`config.mk`:
```
export PLATFORM = sky130hd
export DESIGN_NAME = bwss_regs
export DESIGN_NICKNAME = d
export VERILOG_FILES = /design/src/hdl/bwss_pkg.sv /design/src/hdl/bwss_regs.sv
export SDC_FILE = /design/constraint.sdc
export NUM_CORES = 1
export LEC_CHECK = 0
export BUFFER_PORTS_ARGS = -buffer_cell sky130_fd_sc_hd__buf_4
export CAP_MARGIN = 25
export CORE_MARGIN = 3
export CORE_UTILIZATION = 53
export CTS_CLUSTER_SIZE = 20
export DETAILED_ROUTE_END_ITERATION = 16
export HOLD_SLACK_MARGIN = 0.06
export PLACE_DENSITY = 0.79
export REMOVE_ABC_BUFFERS = 1
export SLEW_MARGIN = 20
export SYNTH_ARGS = -nofsm -noshare
export SYNTH_HDL_FRONTEND = slang
export SYNTH_SLANG_ARGS = --single-unit
```
`constraint.sdc`:
```
create_clock -name core_clk -period 2.6 [get_ports core_clk]
set_input_delay 0.52 -clock core_clk [delete_from_list [all_inputs] [get_ports core_clk]]
set_output_delay 0.52 -clock core_clk [all_outputs]
set_load 0.05 [all_outputs]
```
`src/hdl/bwss_pkg.sv`:
```
// Purpose: constants for the bridge I/O window and secondary status block
// Assumes: AXI4-Lite register access, 32-bit data, 10 MHz core_clk
// Notes: byte offsets are the printed configuration offsets
package bwss_pkg;
   localparam logic [7:0] BWSS_OFF_BUS_LAT = 8'h18;
   localparam logic [7:0] BWSS_OFF_IO_STAT = 8'h1C;
   localparam logic [7:0] BWSS_OFF_IO_UPPER = 8'h30;
   localparam logic [7:0] BWSS_OFF_CTRL = 8'h3C;
   localparam logic [7:0] BWSS_OFF_IRQ_MASK = 8'h40;
   localparam logic [3:0] BWSS_IO_CAP_32 = 4'h1;
   localparam logic [3:0] BWSS_IO_NIB_RST = 4'h0;
   localparam logic [7:0] BWSS_SEC_LAT_VAL = 8'h00;
   localparam logic [11:0] BWSS_IO_LOW_TOP = 12'hFFF;
   localparam logic [11:0] BWSS_IO_LOW_BOT = 12'h000;
   localparam logic [15:0] BWSS_UPPER_RST = 16'h0000;
   // status bit positions within the 1Ch dword
   localparam int BWSS_BIT_PARITY = 24;
   localparam int BWSS_BIT_SIG_ABT = 27;
   localparam int BWSS_BIT_RCV_ABT = 28;
   localparam int BWSS_BIT_RCV_UR = 29;
   localparam int BWSS_BIT_SYS_ERR = 30;
   localparam int BWSS_BIT_POISON = 31;
   // control register fields, interrupt mask reset and AXI response codes
   localparam int BWSS_CTL_PERR_EN = 0;
   localparam int BWSS_CTL_SERR_EN = 1;
   localparam logic [1:0] BWSS_CTL_RST = 2'h0;
   localparam logic [5:0] BWSS_MASK_RST = 6'h00;
   localparam logic [1:0] BWSS_RESP_OKAY = 2'h0;
   localparam logic [1:0] BWSS_RESP_SLVERR = 2'h2;
endpackage : bwss_pkg

```
`src/hdl/bwss_regs.sv`:
```
// Purpose: I/O window, secondary latency and secondary status registers
// Assumes: one outstanding write and one outstanding read on AXI4-Lite
// Notes: event inputs are one-cycle pulses from core_clk logic
//
// Design decision made here: register access over AXI4-Lite.
`timescale 1ns/10ps
`default_nettype none
module bwss_regs
   import bwss_pkg::*;
(
   input wire logic core_clk,
   input wire logic rst_n,
   input wire logic [7:0] s_axi_awaddr,
   input wire logic s_axi_awvalid,
   output logic s_axi_awready,
   input wire logic [31:0] s_axi_wdata,
   input wire logic [3:0] s_axi_wstrb,
   input wire logic s_axi_wvalid,
   output logic s_axi_wready,
   output logic [1:0] s_axi_bresp,
   output logic s_axi_bvalid,
   input wire logic s_axi_bready,
   input wire logic [7:0] s_axi_araddr,
   input wire logic s_axi_arvalid,
   output logic s_axi_arready,
   output logic [31:0] s_axi_rdata,
   output logic [1:0] s_axi_rresp,
   output logic s_axi_rvalid,
   input wire logic s_axi_rready,
   input wire logic ev_parity_err,
   input wire logic ev_cpl_abort_sent,
   input wire logic ev_cpl_abort_rcvd,
   input wire logic ev_cpl_ur_rcvd,
   input wire logic ev_err_msg_sent,
   input wire logic ev_poison_rcvd,
   input wire logic [31:0] io_addr,
   output logic io_forward,
   output logic [31:0] io_window_bottom,
   output logic [31:0] io_window_top,
   output logic irq
);

   ////////////////////////////////////////////////////////////////////////////
   typedef struct packed {
      logic aw_got;
      logic [7:0] aw_addr;
      logic w_got;
      logic [31:0] w_data;
      logic [3:0] w_strb;
      logic bvalid;
      logic [1:0] bresp;
      logic rvalid;
      logic [31:0] rdata;
      logic [1:0] rresp;
      logic [3:0] io_base;
      logic [3:0] io_limit;
      logic [15:0] base_upper;
      logic [15:0] limit_upper;
      logic [1:0] ctrl;
      logic [5:0] mask;
      logic [5:0] flags;
      logic fwd;
   } bwss_state_type;

   bwss_state_type state_reg;
   bwss_state_type state_next;

   // known offset check used by both read and write paths
   function automatic logic bwss_mapped(input logic [7:0] a);
      logic ok;
      ok = 1'b0;
      if (a == BWSS_OFF_BUS_LAT) begin
         ok = 1'b1;
      end else if (a == BWSS_OFF_IO_STAT) begin
         ok = 1'b1;
      end else if (a == BWSS_OFF_IO_UPPER) begin
         ok = 1'b1;
      end else if (a == BWSS_OFF_CTRL) begin
         ok = 1'b1;
      end else if (a == BWSS_OFF_IRQ_MASK) begin
         ok = 1'b1;
      end
      return ok;
   endfunction : bwss_mapped

   logic [5:0] ev_vec;
   logic [31:0] status_word;
   logic [31:0] rd_word;
   logic do_write;
   logic [5:0] clr_vec;

   assign ev_vec = {ev_poison_rcvd, ev_err_msg_sent, ev_cpl_ur_rcvd, ev_cpl_abort_rcvd,
                    ev_cpl_abort_sent, ev_parity_err};
   assign do_write = state_reg.aw_got && state_reg.w_got && !state_reg.bvalid;

   ////////////////////////////////////////////////////////////////////////////
   // window assembly
   assign io_window_bottom = {state_reg.base_upper, state_reg.io_base, BWSS_IO_LOW_BOT};
   assign io_window_top = {state_reg.limit_upper, state_reg.io_limit, BWSS_IO_LOW_TOP};

   // fixed fields; flags [5:0] map to bits 31:24 except 26:25
   always_comb begin
      status_word = 32'h0000_0000;
      status_word[3:0] = BWSS_IO_CAP_32;
      status_word[7:4] = state_reg.io_base;
      status_word[11:8] = BWSS_IO_CAP_32;
      status_word[15:12] = state_reg.io_limit;
      status_word[BWSS_BIT_PARITY] = state_reg.flags[0];
      status_word[BWSS_BIT_SIG_ABT] = state_reg.flags[1];
      status_word[BWSS_BIT_RCV_ABT] = state_reg.flags[2];
      status_word[BWSS_BIT_RCV_UR] = state_reg.flags[3];
      status_word[BWSS_BIT_SYS_ERR] = state_reg.flags[4];
      status_word[BWSS_BIT_POISON] = state_reg.flags[5];
   end

   always_comb begin
      rd_word = 32'h0000_0000;
      if (s_axi_araddr == BWSS_OFF_BUS_LAT) begin
         rd_word = {BWSS_SEC_LAT_VAL, 24'h00_0000};
      end else if (s_axi_araddr == BWSS_OFF_IO_STAT) begin
         rd_word = status_word;
      end else if (s_axi_araddr == BWSS_OFF_IO_UPPER) begin
         rd_word = {state_reg.limit_upper, state_reg.base_upper};
      end else if (s_axi_araddr == BWSS_OFF_CTRL) begin
         rd_word = {30'h0000_0000, state_reg.ctrl};
      end else if (s_axi_araddr == BWSS_OFF_IRQ_MASK) begin
         rd_word = {26'h000_0000, state_reg.mask};
      end
   end

   ////////////////////////////////////////////////////////////////////////////
   always_comb begin
      state_next = state_reg;
      clr_vec = 6'h00;
      if (s_axi_awvalid && s_axi_awready) begin
         state_next.aw_got = 1'b1;
         state_next.aw_addr = s_axi_awaddr;
      end
      if (s_axi_wvalid && s_axi_wready) begin
         state_next.w_got = 1'b1;
         state_next.w_data = s_axi_wdata;
         state_next.w_strb = s_axi_wstrb;
      end
      if (do_write) begin
         state_next.aw_got = 1'b0;
         state_next.w_got = 1'b0;
         state_next.bvalid = 1'b1;
         state_next.bresp = bwss_mapped(state_reg.aw_addr) ? BWSS_RESP_OKAY : BWSS_RESP_SLVERR;
         if (state_reg.aw_addr == BWSS_OFF_IO_STAT) begin
            if (state_reg.w_strb[0]) begin
               state_next.io_base = state_reg.w_data[7:4];
            end
            if (state_reg.w_strb[1]) begin
               state_next.io_limit = state_reg.w_data[15:12];
            end
            if (state_reg.w_strb[3]) begin
               clr_vec[0] = state_reg.w_data[BWSS_BIT_PARITY];
               clr_vec[4] = state_reg.w_data[BWSS_BIT_SYS_ERR];
               clr_vec[5] = state_reg.w_data[BWSS_BIT_POISON];
            end
         end else if (state_reg.aw_addr == BWSS_OFF_IO_UPPER) begin
            if (state_reg.w_strb[0]) begin
               state_next.base_upper[7:0] = state_reg.w_data[7:0];
            end
            if (state_reg.w_strb[1]) begin
               state_next.base_upper[15:8] = state_reg.w_data[15:8];
            end
            if (state_reg.w_strb[2]) begin
               state_next.limit_upper[7:0] = state_reg.w_data[23:16];
            end
            if (state_reg.w_strb[3]) begin
               state_next.limit_upper[15:8] = state_reg.w_data[31:24];
            end
         end else if (state_reg.aw_addr == BWSS_OFF_CTRL) begin
            if (state_reg.w_strb[0]) begin
               state_next.ctrl = state_reg.w_data[1:0];
            end
         end else if (state_reg.aw_addr == BWSS_OFF_IRQ_MASK) begin
            if (state_reg.w_strb[0]) begin
               state_next.mask = state_reg.w_data[5:0];
            end
         end
      end
      if (state_reg.bvalid && s_axi_bready) begin
         state_next.bvalid = 1'b0;
      end
      if (s_axi_arvalid && s_axi_arready) begin
         state_next.rvalid = 1'b1;
         state_next.rdata = rd_word;
         state_next.rresp = bwss_mapped(s_axi_araddr) ? BWSS_RESP_OKAY : BWSS_RESP_SLVERR;
      end else if (state_reg.rvalid && s_axi_rready) begin
         state_next.rvalid = 1'b0;
      end
      // set wins, clear applied first; RO flags are never cleared by software
      state_next.flags = state_reg.flags & ~clr_vec;
      if (ev_vec[0] && state_reg.ctrl[BWSS_CTL_PERR_EN]) begin
         state_next.flags[0] = 1'b1;
      end
      state_next.flags[3:1] = state_next.flags[3:1] | ev_vec[3:1];
      if (ev_vec[4] && state_reg.ctrl[BWSS_CTL_SERR_EN]) begin
         state_next.flags[4] = 1'b1;
      end
      if (ev_vec[5]) begin
         state_next.flags[5] = 1'b1;
      end
      // inclusive window compare, registered
      // registered to keep two 32-bit compares off the output; lags io_addr one cycle
      state_next.fwd = (io_addr >= io_window_bottom) && (io_addr <= io_window_top);
      if (!rst_n) begin
         state_next = '0;
         state_next.io_base = BWSS_IO_NIB_RST;
         state_next.io_limit = BWSS_IO_NIB_RST;
         state_next.base_upper = BWSS_UPPER_RST;
         state_next.limit_upper = BWSS_UPPER_RST;
         state_next.ctrl = BWSS_CTL_RST;
         state_next.mask = BWSS_MASK_RST;
      end
   end

   always_ff @(posedge core_clk) begin
      state_reg <= state_next;
   end

   ////////////////////////////////////////////////////////////////////////////
   assign s_axi_awready = !state_reg.aw_got && !state_reg.bvalid;
   assign s_axi_wready = !state_reg.w_got && !state_reg.bvalid;
   assign s_axi_arready = !state_reg.rvalid;
   assign s_axi_bvalid = state_reg.bvalid;
   assign s_axi_bresp = state_reg.bresp;
   assign s_axi_rvalid = state_reg.rvalid;
   assign s_axi_rdata = state_reg.rdata;
   assign s_axi_rresp = state_reg.rresp;
   assign io_forward = state_reg.fwd;
   // one level interrupt; status flags stay sticky regardless of mask
   assign irq = |(state_reg.flags & state_reg.mask);

   ////////////////////////////////////////////////////////////////////////////
   // latency byte zero
   chk_lat_zero: assert property (@(posedge core_clk) disable iff (!rst_n)
      (s_axi_arvalid && s_axi_arready && s_axi_araddr == BWSS_OFF_BUS_LAT)
      |=> s_axi_rdata[31:24] == 8'h00) else $error("latency byte not zero");
   chk_cap_nibble: assert property (@(posedge core_clk) disable iff (!rst_n)
      (s_axi_arvalid && s_axi_arready && s_axi_araddr == BWSS_OFF_IO_STAT)
      |=> s_axi_rdata[3:0] == 4'h1 && s_axi_rdata[11:8] == 4'h1)
      else $error("io capability nibble wrong");
   chk_fixed_zero: assert property (@(posedge core_clk) disable iff (!rst_n)
      (s_axi_arvalid && s_axi_arready && s_axi_araddr == BWSS_OFF_IO_STAT)
      |=> s_axi_rdata[21] == 1'b0 && s_axi_rdata[23] == 1'b0 && s_axi_rdata[26:25] == 2'h0)
      else $error("fixed status bits nonzero");
   chk_window_bot: assert property (@(posedge core_clk) disable iff (!rst_n)
      io_window_bottom[11:0] == 12'h000 && io_window_bottom[15:12] == state_reg.io_base)
      else $error("window bottom wrong");
   chk_window_top: assert property (@(posedge core_clk) disable iff (!rst_n)
      io_window_top[11:0] == 12'hFFF && io_window_top[15:12] == state_reg.io_limit)
      else $error("window top wrong");
   chk_base_write: assert property (@(posedge core_clk) disable iff (!rst_n)
      (do_write && state_reg.aw_addr == BWSS_OFF_IO_STAT && state_reg.w_strb[0])
      |=> io_window_bottom[15:12] == $past(state_reg.w_data[7:4]))
      else $error("io base nibble not written");
   chk_limit_write: assert property (@(posedge core_clk) disable iff (!rst_n)
      (do_write && state_reg.aw_addr == BWSS_OFF_IO_STAT && state_reg.w_strb[1])
      |=> io_window_top[15:12] == $past(state_reg.w_data[15:12]))
      else $error("io limit nibble not written");
   chk_upper_half: assert property (@(posedge core_clk) disable iff (!rst_n)
      (do_write && state_reg.aw_addr == BWSS_OFF_IO_UPPER && state_reg.w_strb == 4'hF)
      |=> io_window_bottom[31:16] == $past(state_reg.w_data[15:0])
      && io_window_top[31:16] == $past(state_reg.w_data[31:16]))
      else $error("window upper half wrong");
   chk_fwd_match: assert property (@(posedge core_clk) disable iff (!rst_n)
      $past(rst_n) |-> io_forward == ($past(io_addr) >= $past(io_window_bottom)
      && $past(io_addr) <= $past(io_window_top)))
      else $error("forward decision wrong");
   chk_parity_set: assert property (@(posedge core_clk) disable iff (!rst_n)
      (ev_parity_err && state_reg.ctrl[BWSS_CTL_PERR_EN]) |=> state_reg.flags[0])
      else $error("parity flag missed");
   chk_parity_gate: assert property (@(posedge core_clk) disable iff (!rst_n)
      (!state_reg.flags[0] && !state_reg.ctrl[BWSS_CTL_PERR_EN]) |=> !state_reg.flags[0])
      else $error("parity flag set while disabled");
   chk_abort_set: assert property (@(posedge core_clk) disable iff (!rst_n)
      ev_cpl_abort_sent |=> state_reg.flags[1]) else $error("abort flag missed");
   chk_rabt_set: assert property (@(posedge core_clk) disable iff (!rst_n)
      ev_cpl_abort_rcvd |=> state_reg.flags[2]) else $error("received abort flag missed");
   chk_ur_set: assert property (@(posedge core_clk) disable iff (!rst_n)
      ev_cpl_ur_rcvd |=> state_reg.flags[3]) else $error("unsupported flag missed");
   chk_serr_gate: assert property (@(posedge core_clk) disable iff (!rst_n)
      (ev_err_msg_sent && state_reg.ctrl[BWSS_CTL_SERR_EN]) |=> state_reg.flags[4])
      else $error("system error flag missed");
   chk_serr_block: assert property (@(posedge core_clk) disable iff (!rst_n)
      (!state_reg.flags[4] && !state_reg.ctrl[BWSS_CTL_SERR_EN]) |=> !state_reg.flags[4])
      else $error("system error flag set while disabled");
   chk_poison_wins: assert property (@(posedge core_clk) disable iff (!rst_n)
      ev_poison_rcvd |=> state_reg.flags[5]) else $error("poison flag lost");
   chk_w1c_clear: assert property (@(posedge core_clk) disable iff (!rst_n)
      (do_write && state_reg.aw_addr == BWSS_OFF_IO_STAT && state_reg.w_strb[3]
       && state_reg.w_data[BWSS_BIT_POISON] && !ev_poison_rcvd) |=> !state_reg.flags[5])
      else $error("poison flag not cleared");
   chk_w1c_keep: assert property (@(posedge core_clk) disable iff (!rst_n)
      (do_write && state_reg.aw_addr == BWSS_OFF_IO_STAT && state_reg.flags[0]
       && !state_reg.w_data[BWSS_BIT_PARITY]) |=> state_reg.flags[0])
      else $error("parity flag lost on zero write");
   chk_ro_sticky: assert property (@(posedge core_clk) disable iff (!rst_n)
      $past(rst_n) |-> (state_reg.flags[3:1] & $past(state_reg.flags[3:1]))
      == $past(state_reg.flags[3:1])) else $error("read-only flag dropped");
   // unmapped offsets answer with an error and no data
   chk_slverr_rd: assert property (@(posedge core_clk) disable iff (!rst_n)
      (s_axi_arvalid && s_axi_arready && !bwss_mapped(s_axi_araddr))
      |=> s_axi_rresp == BWSS_RESP_SLVERR && s_axi_rdata == 32'h0000_0000)
      else $error("unmapped read not refused");
   chk_slverr_wr: assert property (@(posedge core_clk) disable iff (!rst_n)
      (do_write && !bwss_mapped(state_reg.aw_addr)) |=> s_axi_bresp == BWSS_RESP_SLVERR)
      else $error("unmapped write not refused");
   // response follows the request by one cycle
   chk_b_follows: assert property (@(posedge core_clk) disable iff (!rst_n)
      do_write |=> s_axi_bvalid) else $error("write response missing");
   chk_r_follows: assert property (@(posedge core_clk) disable iff (!rst_n)
      (s_axi_arvalid && s_axi_arready) |=> s_axi_rvalid) else $error("read response missing");
   // main scenarios
   cov_write: cover property (@(posedge core_clk) disable iff (!rst_n)
      s_axi_bvalid && s_axi_bready);
   cov_read: cover property (@(posedge core_clk) disable iff (!rst_n)
      s_axi_rvalid && s_axi_rready);
   cov_irq: cover property (@(posedge core_clk) disable iff (!rst_n) $rose(irq));
   cov_fwd: cover property (@(posedge core_clk) disable iff (!rst_n) $rose(io_forward));
   cov_set_clear: cover property (@(posedge core_clk) disable iff (!rst_n)
      ev_poison_rcvd && do_write && clr_vec[5]);

endmodule : bwss_regs
`default_nettype wire

```
======== Word-level counts from Yosys, hierarchy flattened ========
Cells that the tools add are included.
operators by class
  magnitude comparators ................... 2
  eq/ne operators ......................... 10
  multiplexer cells ....................... 30
  bitwise gates (word level) .............. 8
  reduce and logical (&&, ||, !) cells .... 28
operators by type and width
  cell                count
  $mux 32             3
  $eq 8x5->1 const B  4
  $eq 8x6->1 const B  4
  $ge 32x32->1        1
  $le 32x32->1        1
  $mux 1              20
  $eq 8x7->1 const B  2
  $reduce_and 4->1    4
  $and 6x6->6         2
  $logic_and 1x1->1   12
  $mux 6              2
  $mux 2              5
  $not 6->6           1
  $reduce_and 3->1    2
  $reduce_and 6->1    1
  $reduce_or 6->1     1
  $reduce_and 5->1    1
  $logic_not 1->1     4
  $not 1->1           4
  $reduce_or 2->1     2
  $or 3x3->3          1
  $reduce_bool 2->1   1
storage, ports and cells
  register bits after elaboration ......... 139
  output and inout port bits .............. 107

======== Longest topological paths before layout ========
Gate-level depths: netlist (run 1).
  word-level depth ........................ 8
  depth in mapped cells ................... 7

======== Least setup slack after synthesis (run 1) ========
No wires, ideal clock.
  path kind ............................... register to register
  start point ............................. register state_reg (netlist bit s_axi_bvalid)
  end point ............................... register state_reg[119] in the netlist's numbering
  setup time .............................. 0.076 ns
  arrival ................................. 2.245 ns
  required time ........................... 2.524 ns
  slack ................................... 0.279 ns
  cell stages (with the launch flop) ...... 7
  buffers on the path ..................... 2
  clock period less this slack ............ 2.321 ns
  cells stage by stage .................... dfxtp_1 -> nor2_1 -> and2_1 -> clkbuf_1 -> buf_1 -> nand2_1 -> a21boi_0
between the ends
  longest elaborated chain between the ends .. 3
ends and longest elaborated chain
  item                    RTL line          text
  start, declared         bwss_regs.sv:65   bwss_state_type state_reg;
  start signal, assigned  bwss_regs.sv:221  state_reg <= state_next;
  $logic_not 1->1         bwss_regs.sv:226  assign s_axi_wready = !state_reg.w_got && !state_reg.bvalid;
  $logic_and 1x1->1       bwss_regs.sv:226
  named net s_axi_wready  bwss_regs.sv:19   output logic s_axi_wready,
  $logic_and 1x1->1       bwss_regs.sv:139  if (s_axi_wvalid && s_axi_wready) begin
The timed path passes the listed nets, and every way through them passes these cells.
A chain may end at the register's enable or synchronous reset.

======== Worst setup path after layout (run 1) ========
  start point ............................. register state_reg (netlist bit io_window_bottom[13])
  end point ............................... register state_reg (netlist bit io_forward)
between the ends
  longest elaborated chain between the ends .. 2
ends and longest elaborated chain
  item               RTL line          text
  $ge 32x32->1       bwss_regs.sv:208  state_next.fwd = (io_addr >= io_window_bottom) && (io_addr <= io_window_top);
  $logic_and 1x1->1  bwss_regs.sv:208
No other way between the ends.

==> flow_metrics.env, run 1 <==
export IMPL_drv_slew=0
export IMPL_p_int_mw=3.85
export IMPL_wl_met2_mm=8.47
export IMPL_syn_inst=843
export IMPL_postRouteAntennaNets=0
export IMPL_fp_dieW_microns=124
export IMPL_clock_root_buffer="clkbuf_16"
export IMPL_io_pins=204
export IMPL_p_sw_frac=0.253
export IMPL_crit_family="compound AO/OA/AOI/OAI gates"
export IMPL_final_setup_skew_ps=5.38
export IMPL_min_path_cells=2
export IMPL_chipHeight_microns=124
export IMPL_slowest_delay_ps=430
export IMPL_wl_per_cell_microns=16.3
export IMPL_timing_final_crit_period_ps=2140
export IMPL_ctsResizeCount=0
export IMPL_mostFrequentLayoutCells="buf_4 (189), dfxtp_1 (137), nand2_1 (135)"
export IMPL_synth_distinct_cells=51
export IMPL_dp_slack_ps=193
export IMPL_max_cap_violations=0
export IMPL_seqPwrFrac=0.430
export IMPL_p_comb_frac=0.123
export IMPL_p_clk_frac=0.447
export IMPL_cp_end_kind="flop"
export IMPL_cp_common_cell="a2111oi_0"
export IMPL_totalWireLength_mm=18.4
export IMPL_clock_sinks=137
export IMPL_clk_latency_ps=420
export IMPL_initial_core_util=0.547
export IMPL_antenna_found_initial=1
export IMPL_place_area_sq_um=8220
export IMPL_worstHoldStart="ev_cpl_ur_rcvd"
export IMPL_hold_buffers=0
export IMPL_finalPower_mw=5.16
export IMPL_setup_viol=0
export IMPL_worstMarginPinSlew_ps=642
export IMPL_worstPathArrival_ps=2420
export IMPL_ys_warn_count=0
export IMPL_wl_met1_mm=8.25
export IMPL_max_freq_mhz=467
export IMPL_crit_start="io_window_bottom[13]$_SDFFE_PN0P_"
export IMPL_path_cells="inv_1 -> ha_1 -> nor2b_1 -> a2111oi_0 -> a2111oi_0 -> o31ai_1 -> a32oi_1"
export IMPL_ys_ff_latch=137
export IMPL_slew_headroom=0.569
export IMPL_switching_power_mw=1.31
export IMPL_dr_pass1_iters=5
export IMPL_overflow=0
export IMPL_grt_pass1_wl_mm=27.8
export IMPL_outcome="finished clean"
export IMPL_hold_viol=0
export IMPL_drt_iter0_drc=362
export IMPL_reg2reg_slack_ps=460
export IMPL_grt_usage=0.239
export IMPL_met3WireLength_mm=1.44
export IMPL_cp_slowest_cell="a2111oi_0"
export IMPL_start_kind="flop"
export IMPL_cts_buffers=17
export IMPL_design_core_area_sq_um=13400
export IMPL_clockBufferDepth=2
export IMPL_fin_crit_sh=0.823
export IMPL_final_area_sq_um=8790
export IMPL_hold_end="state_reg[4]$_SDFF_PN0_"
export IMPL_total_leakage_power_nw=3.84
export IMPL_synthFlopType="dfxtp_1"
export IMPL_drc_errors=0
export IMPL_synth_edf_count=0
export IMPL_gp_congestion=0.888
export IMPL_worstPathMaxFanout=4
export IMPL_die_area_sq_um=15300
export IMPL_top_layer="met4"
export IMPL_syn_avg_cell_area_sq_um=8.70
export IMPL_dpl_hpwl_mm=13.9
export IMPL_irDropWorstVdd_mv=0.391
export IMPL_drive_above_1_share=0.243
export IMPL_num_vias=5892
export IMPL_grt_max_degree=72
export IMPL_rsz0062_at_grt="no"
export IMPL_whs_ps=295
export IMPL_largest_register_ffs=60
export IMPL_r2r_start="io_window_bottom[13]$_SDFFE_PN0P_"
export IMPL_reg2reg_to="io_forward$_SDFF_PN0_"
export IMPL_r2r_cells=7
export IMPL_crit_buf_inv=1
export IMPL_yosysSeqAreaShare=0.374
export IMPL_path_clk_slew_ps=60
export IMPL_hp_class="in -> reg"
export IMPL_cts_tree="done"
export IMPL_viasPerCell=5.20
export IMPL_final_setup_tns_ps=0
export IMPL_area_delta_synth_final_pct=19.9
export IMPL_worst_slack_ps=460
export IMPL_async_flop_share=0
export IMPL_cp_required_ps=2880
export IMPL_portBuffers=177
export IMPL_synthesis_area_sq_um=7330
export IMPL_mostFrequentLayoutCell="buf_4"
export IMPL_cts_htree_levels=4
export IMPL_num_rows=42
export IMPL_nNetsFinal=1079
export IMPL_cts_setup_buffers=0
export IMPL_grt_pass1_vias=5449
export IMPL_cellPowerDensity_nw_per_um2=587
export IMPL_critPathKind="reg -> reg"
[layer usage]
metal / up-vias / track usage
met4: 0 / 0.0720
li1: 2928 / -
met5: - / 0
met1: 2732 / 0.308
met2: 208 / 0.380
met3: 24 / 0.0808
[how the worst max path moves through the flow]
stage,end,slack [ps],depth (start not counted)
floorplan,s_axi_rdata[12]$_SDFFE_PN0P_,60,5
global placement,s_axi_rdata[24]$_SDFFE_PN0P_,240,6
detailed placement,s_axi_rdata[14]$_SDFFE_PN0P_,190,6
CTS,io_forward$_SDFF_PN0_,450,7
global route,io_forward$_SDFF_PN0_,310,7
finish,io_forward$_SDFF_PN0_,460,7
[per-stage QoR]
step	util	std cells
5_1_grt	0.656	1131
3_5_place_dp	0.613	1099
6_report	0.656	1132
3_3_place_gp	0.613	1099
2_1_floorplan	-	732
4_1_cts	0.656	1131
[power groups by stage]
stage	clock network, mW	logic, mW	registers, mW
after floorplan	0	0.325	2.28
after global placement	0	0.624	2.26
after detailed placement	0	0.633	2.26
after CTS	2.34	0.636	2.22
after global routing	2.43	0.692	2.23
final	2.30	0.635	2.22
[cells by family after synthesis]
group                      Yosys count  synth area share
other                                2           0.00102
and+or+nand+nor                    296             0.208
adders and majority gates           40            0.0682
DFF                                137             0.374
xor gates and xnor gates             1           0.00119
buffers and inverters              178             0.143
muxes                               55            0.0751
AOI/OAI and AO/OA                  134             0.129
[synthesized netlist by cell type (2+ instances only)]
master	n	share of area
nand2_1	135	0.069
ha_1	40	0.068
nor4_4	2	0.0058
or4b_1	2	0.0027
nand4_1	11	0.0094
a32oi_1	2	0.0024
nor4_1	4	0.0034
buf_1	4	0.0020
and4_1	5	0.0060
buf_4	101	0.10
a22oi_1	7	0.0072
and2_1	16	0.014
o21ai_0	20	0.014
nor3_1	3	0.0020
inv_1	43	0.022
o21a_1	5	0.0051
nor3b_1	5	0.0051
clkbuf_1	27	0.014
a21bo_2	2	0.0027
o31ai_1	2	0.0020
nand3_1	19	0.013
nor4b_1	4	0.0048
nor2b_1	55	0.047
buf_2	3	0.0020
a21oi_1	15	0.010
a222oi_1	3	0.0041
mux2i_1	55	0.075
a2111oi_0	2	0.0024
nand4bb_1	2	0.0031
conb_1	2	0.0010
nand2b_1	5	0.0043
nor2_1	19	0.0097
a21boi_0	61	0.062
dfxtp_1	137	0.37
nand2_2	3	0.0026
or3_1	2	0.0017
a221oi_1	6	0.0072
[final cells by class]
| cell class | instances | area [sq um] |
|---|---|---|
| clock inverter | 7 | 65.1 |
| antenna | 1 | 2.50 |
| clock buffer | 25 | 505 |
| inverter | 43 | 161 |
| fill | 1161 | 4610 |
| sequential | 137 | 2740 |
| multi-input combinational | 552 | 3640 |
| tap | 176 | 220 |
| timing repair buffer | 191 | 1460 |
No activity file was read; power rests on OpenSTA's default activity.
==> inputs of run 2 (changes only) <==
--- a/config.mk
+++ b/config.mk
@@ -8,11 +8,11 @@
 export BUFFER_PORTS_ARGS = -buffer_cell sky130_fd_sc_hd__buf_4
 export CAP_MARGIN = 25
 export CORE_MARGIN = 3
-export CORE_UTILIZATION = 53
+export CORE_UTILIZATION = 48
 export CTS_CLUSTER_SIZE = 20
 export DETAILED_ROUTE_END_ITERATION = 16
 export HOLD_SLACK_MARGIN = 0.06
-export PLACE_DENSITY = 0.79
+export PLACE_DENSITY = 0.75
 export REMOVE_ABC_BUFFERS = 1
 export SLEW_MARGIN = 20
 export SYNTH_ARGS = -nofsm -noshare
==> constraint.sdc (replaced) <==
create_clock -name core_clk -period 1.8 [get_ports core_clk]
set_input_delay 0.36 -clock core_clk [delete_from_list [all_inputs] [get_ports core_clk]]
set_output_delay 0.36 -clock core_clk [all_outputs]
set_load 0.05 [all_outputs]
==> flow_metrics.env, run 2 (same netlist as run 1, synthesis figures left out) <==
export IMPL_antenna_cells=0
export IMPL_finalPower_mw=7.76
export IMPL_min_path_cells=2
export IMPL_reg2reg_to="io_forward$_SDFF_PN0_"
export IMPL_dr_pass1_iters=6
export IMPL_drc_errors=0
export IMPL_max_freq_mhz=567
export IMPL_hold_buffers=0
export IMPL_hp_class="in -> reg"
export IMPL_setup_viol=0
export IMPL_clk_latency_ps=410
export IMPL_chipHeight_microns=130
export IMPL_worstHoldStart="ev_cpl_abort_rcvd"
export IMPL_whs_ps=141
export IMPL_dp_slack_ps=-149
export IMPL_overflow=0
export IMPL_die_area_sq_um=16800
export IMPL_final_cells=1204
export IMPL_cp_required_ps=2130
export IMPL_seqPwrFrac=0.413
export IMPL_num_rows=44
export IMPL_largest_register_ffs=60
export IMPL_final_setup_tns_ps=0
export IMPL_fp_dieW_microns=130
export IMPL_num_vias=6189
export IMPL_cts_tree="done"
export IMPL_design_core_area_sq_um=14800
export IMPL_timing_final_crit_period_ps=1760
export IMPL_cp_end_kind="flop"
export IMPL_r2r_start="io_window_bottom[12]$_SDFFE_PN0P_"
export IMPL_start_kind="flop"
export IMPL_antenna_found_initial=0
export IMPL_hold_end="state_reg[3]$_SDFF_PN0_"
export IMPL_dp_cells=1171
export IMPL_max_cap_violations=0
export IMPL_final_util=0.643
export IMPL_io_pins=204
export IMPL_worst_slack_ps=36.4
export IMPL_grt_usage=0.234
export IMPL_cts_htree_levels=4
export IMPL_mostFrequentLayoutCell="buf_4"
export IMPL_totalWireLength_mm=20.0
export IMPL_final_setup_skew_ps=6.82
export IMPL_cellPowerDensity_nw_per_um2=818
export IMPL_grt_max_degree=58
export IMPL_path_clk_slew_ps=60
export IMPL_wl_per_cell_microns=16.6
export IMPL_p_clk_frac=0.458
export IMPL_p_int_mw=5.78
export IMPL_r2r_cells=6
export IMPL_clock_sinks=137
export IMPL_place_area_sq_um=8750
export IMPL_critPathKind="reg -> reg"
export IMPL_fin_crit_sh=0.980
export IMPL_rsz0062_at_grt="yes"
export IMPL_irDropWorstVdd_mv=0.663
export IMPL_multi_input_area_sq_um=3750
export IMPL_nNetsFinal=1145
export IMPL_final_area_sq_um=9490
export IMPL_regArea_sq_um=2750
export IMPL_viasPerCell=5.14
export IMPL_gp_congestion=0.914
export IMPL_grt_pass1_vias=6003
export IMPL_outcome="finished clean"
export IMPL_dpl_hpwl_mm=15.1
export IMPL_worstPathArrival_ps=2100
export IMPL_postRouteAntennaNets=0
export IMPL_worstPathMaxFanout=2
export IMPL_cts_buffers=17
export IMPL_p_comb_frac=0.130
export IMPL_drive_above_1_share=0.312
export IMPL_p_sw_frac=0.256
export IMPL_initial_core_util=0.497
export IMPL_portBuffers=177
export IMPL_area_delta_synth_final_pct=29.4
export IMPL_total_leakage_power_nw=4.25
export IMPL_drv_slew=0
export IMPL_reg2reg_slack_ps=40
export IMPL_switching_power_mw=1.99
export IMPL_clockBufferDepth=2
export IMPL_clock_root_buffer="clkbuf_16"
export IMPL_drt_iter0_drc=361
export IMPL_n_fill_cell=1250
export IMPL_grt_pass1_wl_mm=30.5
export IMPL_mostFrequentLayoutCells="buf_4 (250), nand2_1 (135), dfxtp_1 (133)"
export IMPL_hold_viol=0
==> run 2: cell count changes in the layout (fill, tap and decap cells not counted), sizes merged <==
cell / delta
clkinv: -1
buf: +66
diode: -1
clkinvlp: +4
clkbuf: -6
bufinv: +2
==> run 2: cell type report <==
class,count,area share
well taps,184,0.0243
clock buffers,19,0.0477
flip-flops and latches,137,0.290
repair buffers,257,0.211
multi-input cells,552,0.395
inverters,43,0.0170
clock inverters,12,0.0158
==> run 2: power by group through the flow <==
stage / sequential (mW) / combinational [mW] / clock (mW)
final: 3.20 / 1.01 / 3.55
after global routing: 3.21 / 1.10 / 3.72
after CTS: 3.20 / 0.989 / 3.61
after detailed placement: 3.26 / 0.980 / 0
after global placement: 3.26 / 0.962 / 0
after floorplan: 3.30 / 0.470 / 0
==> run 2: repair_timing <==
item,in CTS,in global routing
pin swaps,1,7
gates resized for setup,9,19
setup buffers,0,2
endpoints found under the setup margin,30,18
==> run 2: worst max-delay path by stage <==
| stage | start | end | slack (ps) | cells after the start |
|---|---|---|---|---|
| floorplan | s_axi_bvalid$_SDFFE_PP0P_ | state_reg[100]$_SDFFE_PN0P_ | -600 | 4 |
| CTS | io_window_bottom[13]$_SDFFE_PN0P_ | io_forward$_SDFF_PN0_ | 10 | 7 |
| global placement | s_axi_araddr[1] | s_axi_rdata[13]$_SDFFE_PN0P_ | -100 | 7 |
| finish | io_window_bottom[12]$_SDFFE_PN0P_ | io_forward$_SDFF_PN0_ | 40 | 6 |
| detailed placement | s_axi_araddr[1] | s_axi_rdata[12]$_SDFFE_PN0P_ | -150 | 7 |
| global route | io_window_bottom[13]$_SDFFE_PN0P_ | io_forward$_SDFF_PN0_ | -60 | 7 |
==> run 2: critical path: stages, from the launching register on <==
cell       delay, ps
dfxtp_2          350
ha_1             290
nor4b_4          180
nand4_1          160
a2111oi_2        410
o31ai_1          130
a32oi_1          170
==> run 2: layer usage <==
layer  vias to the layer above  GRT usage  wire [microns]
li1                       3058          -               -
met4                         0     0.0721             282
met1                      2879      0.304            8960
met3                        20     0.0532            1520
met5                         -          0               0
met2                       232      0.388            9230
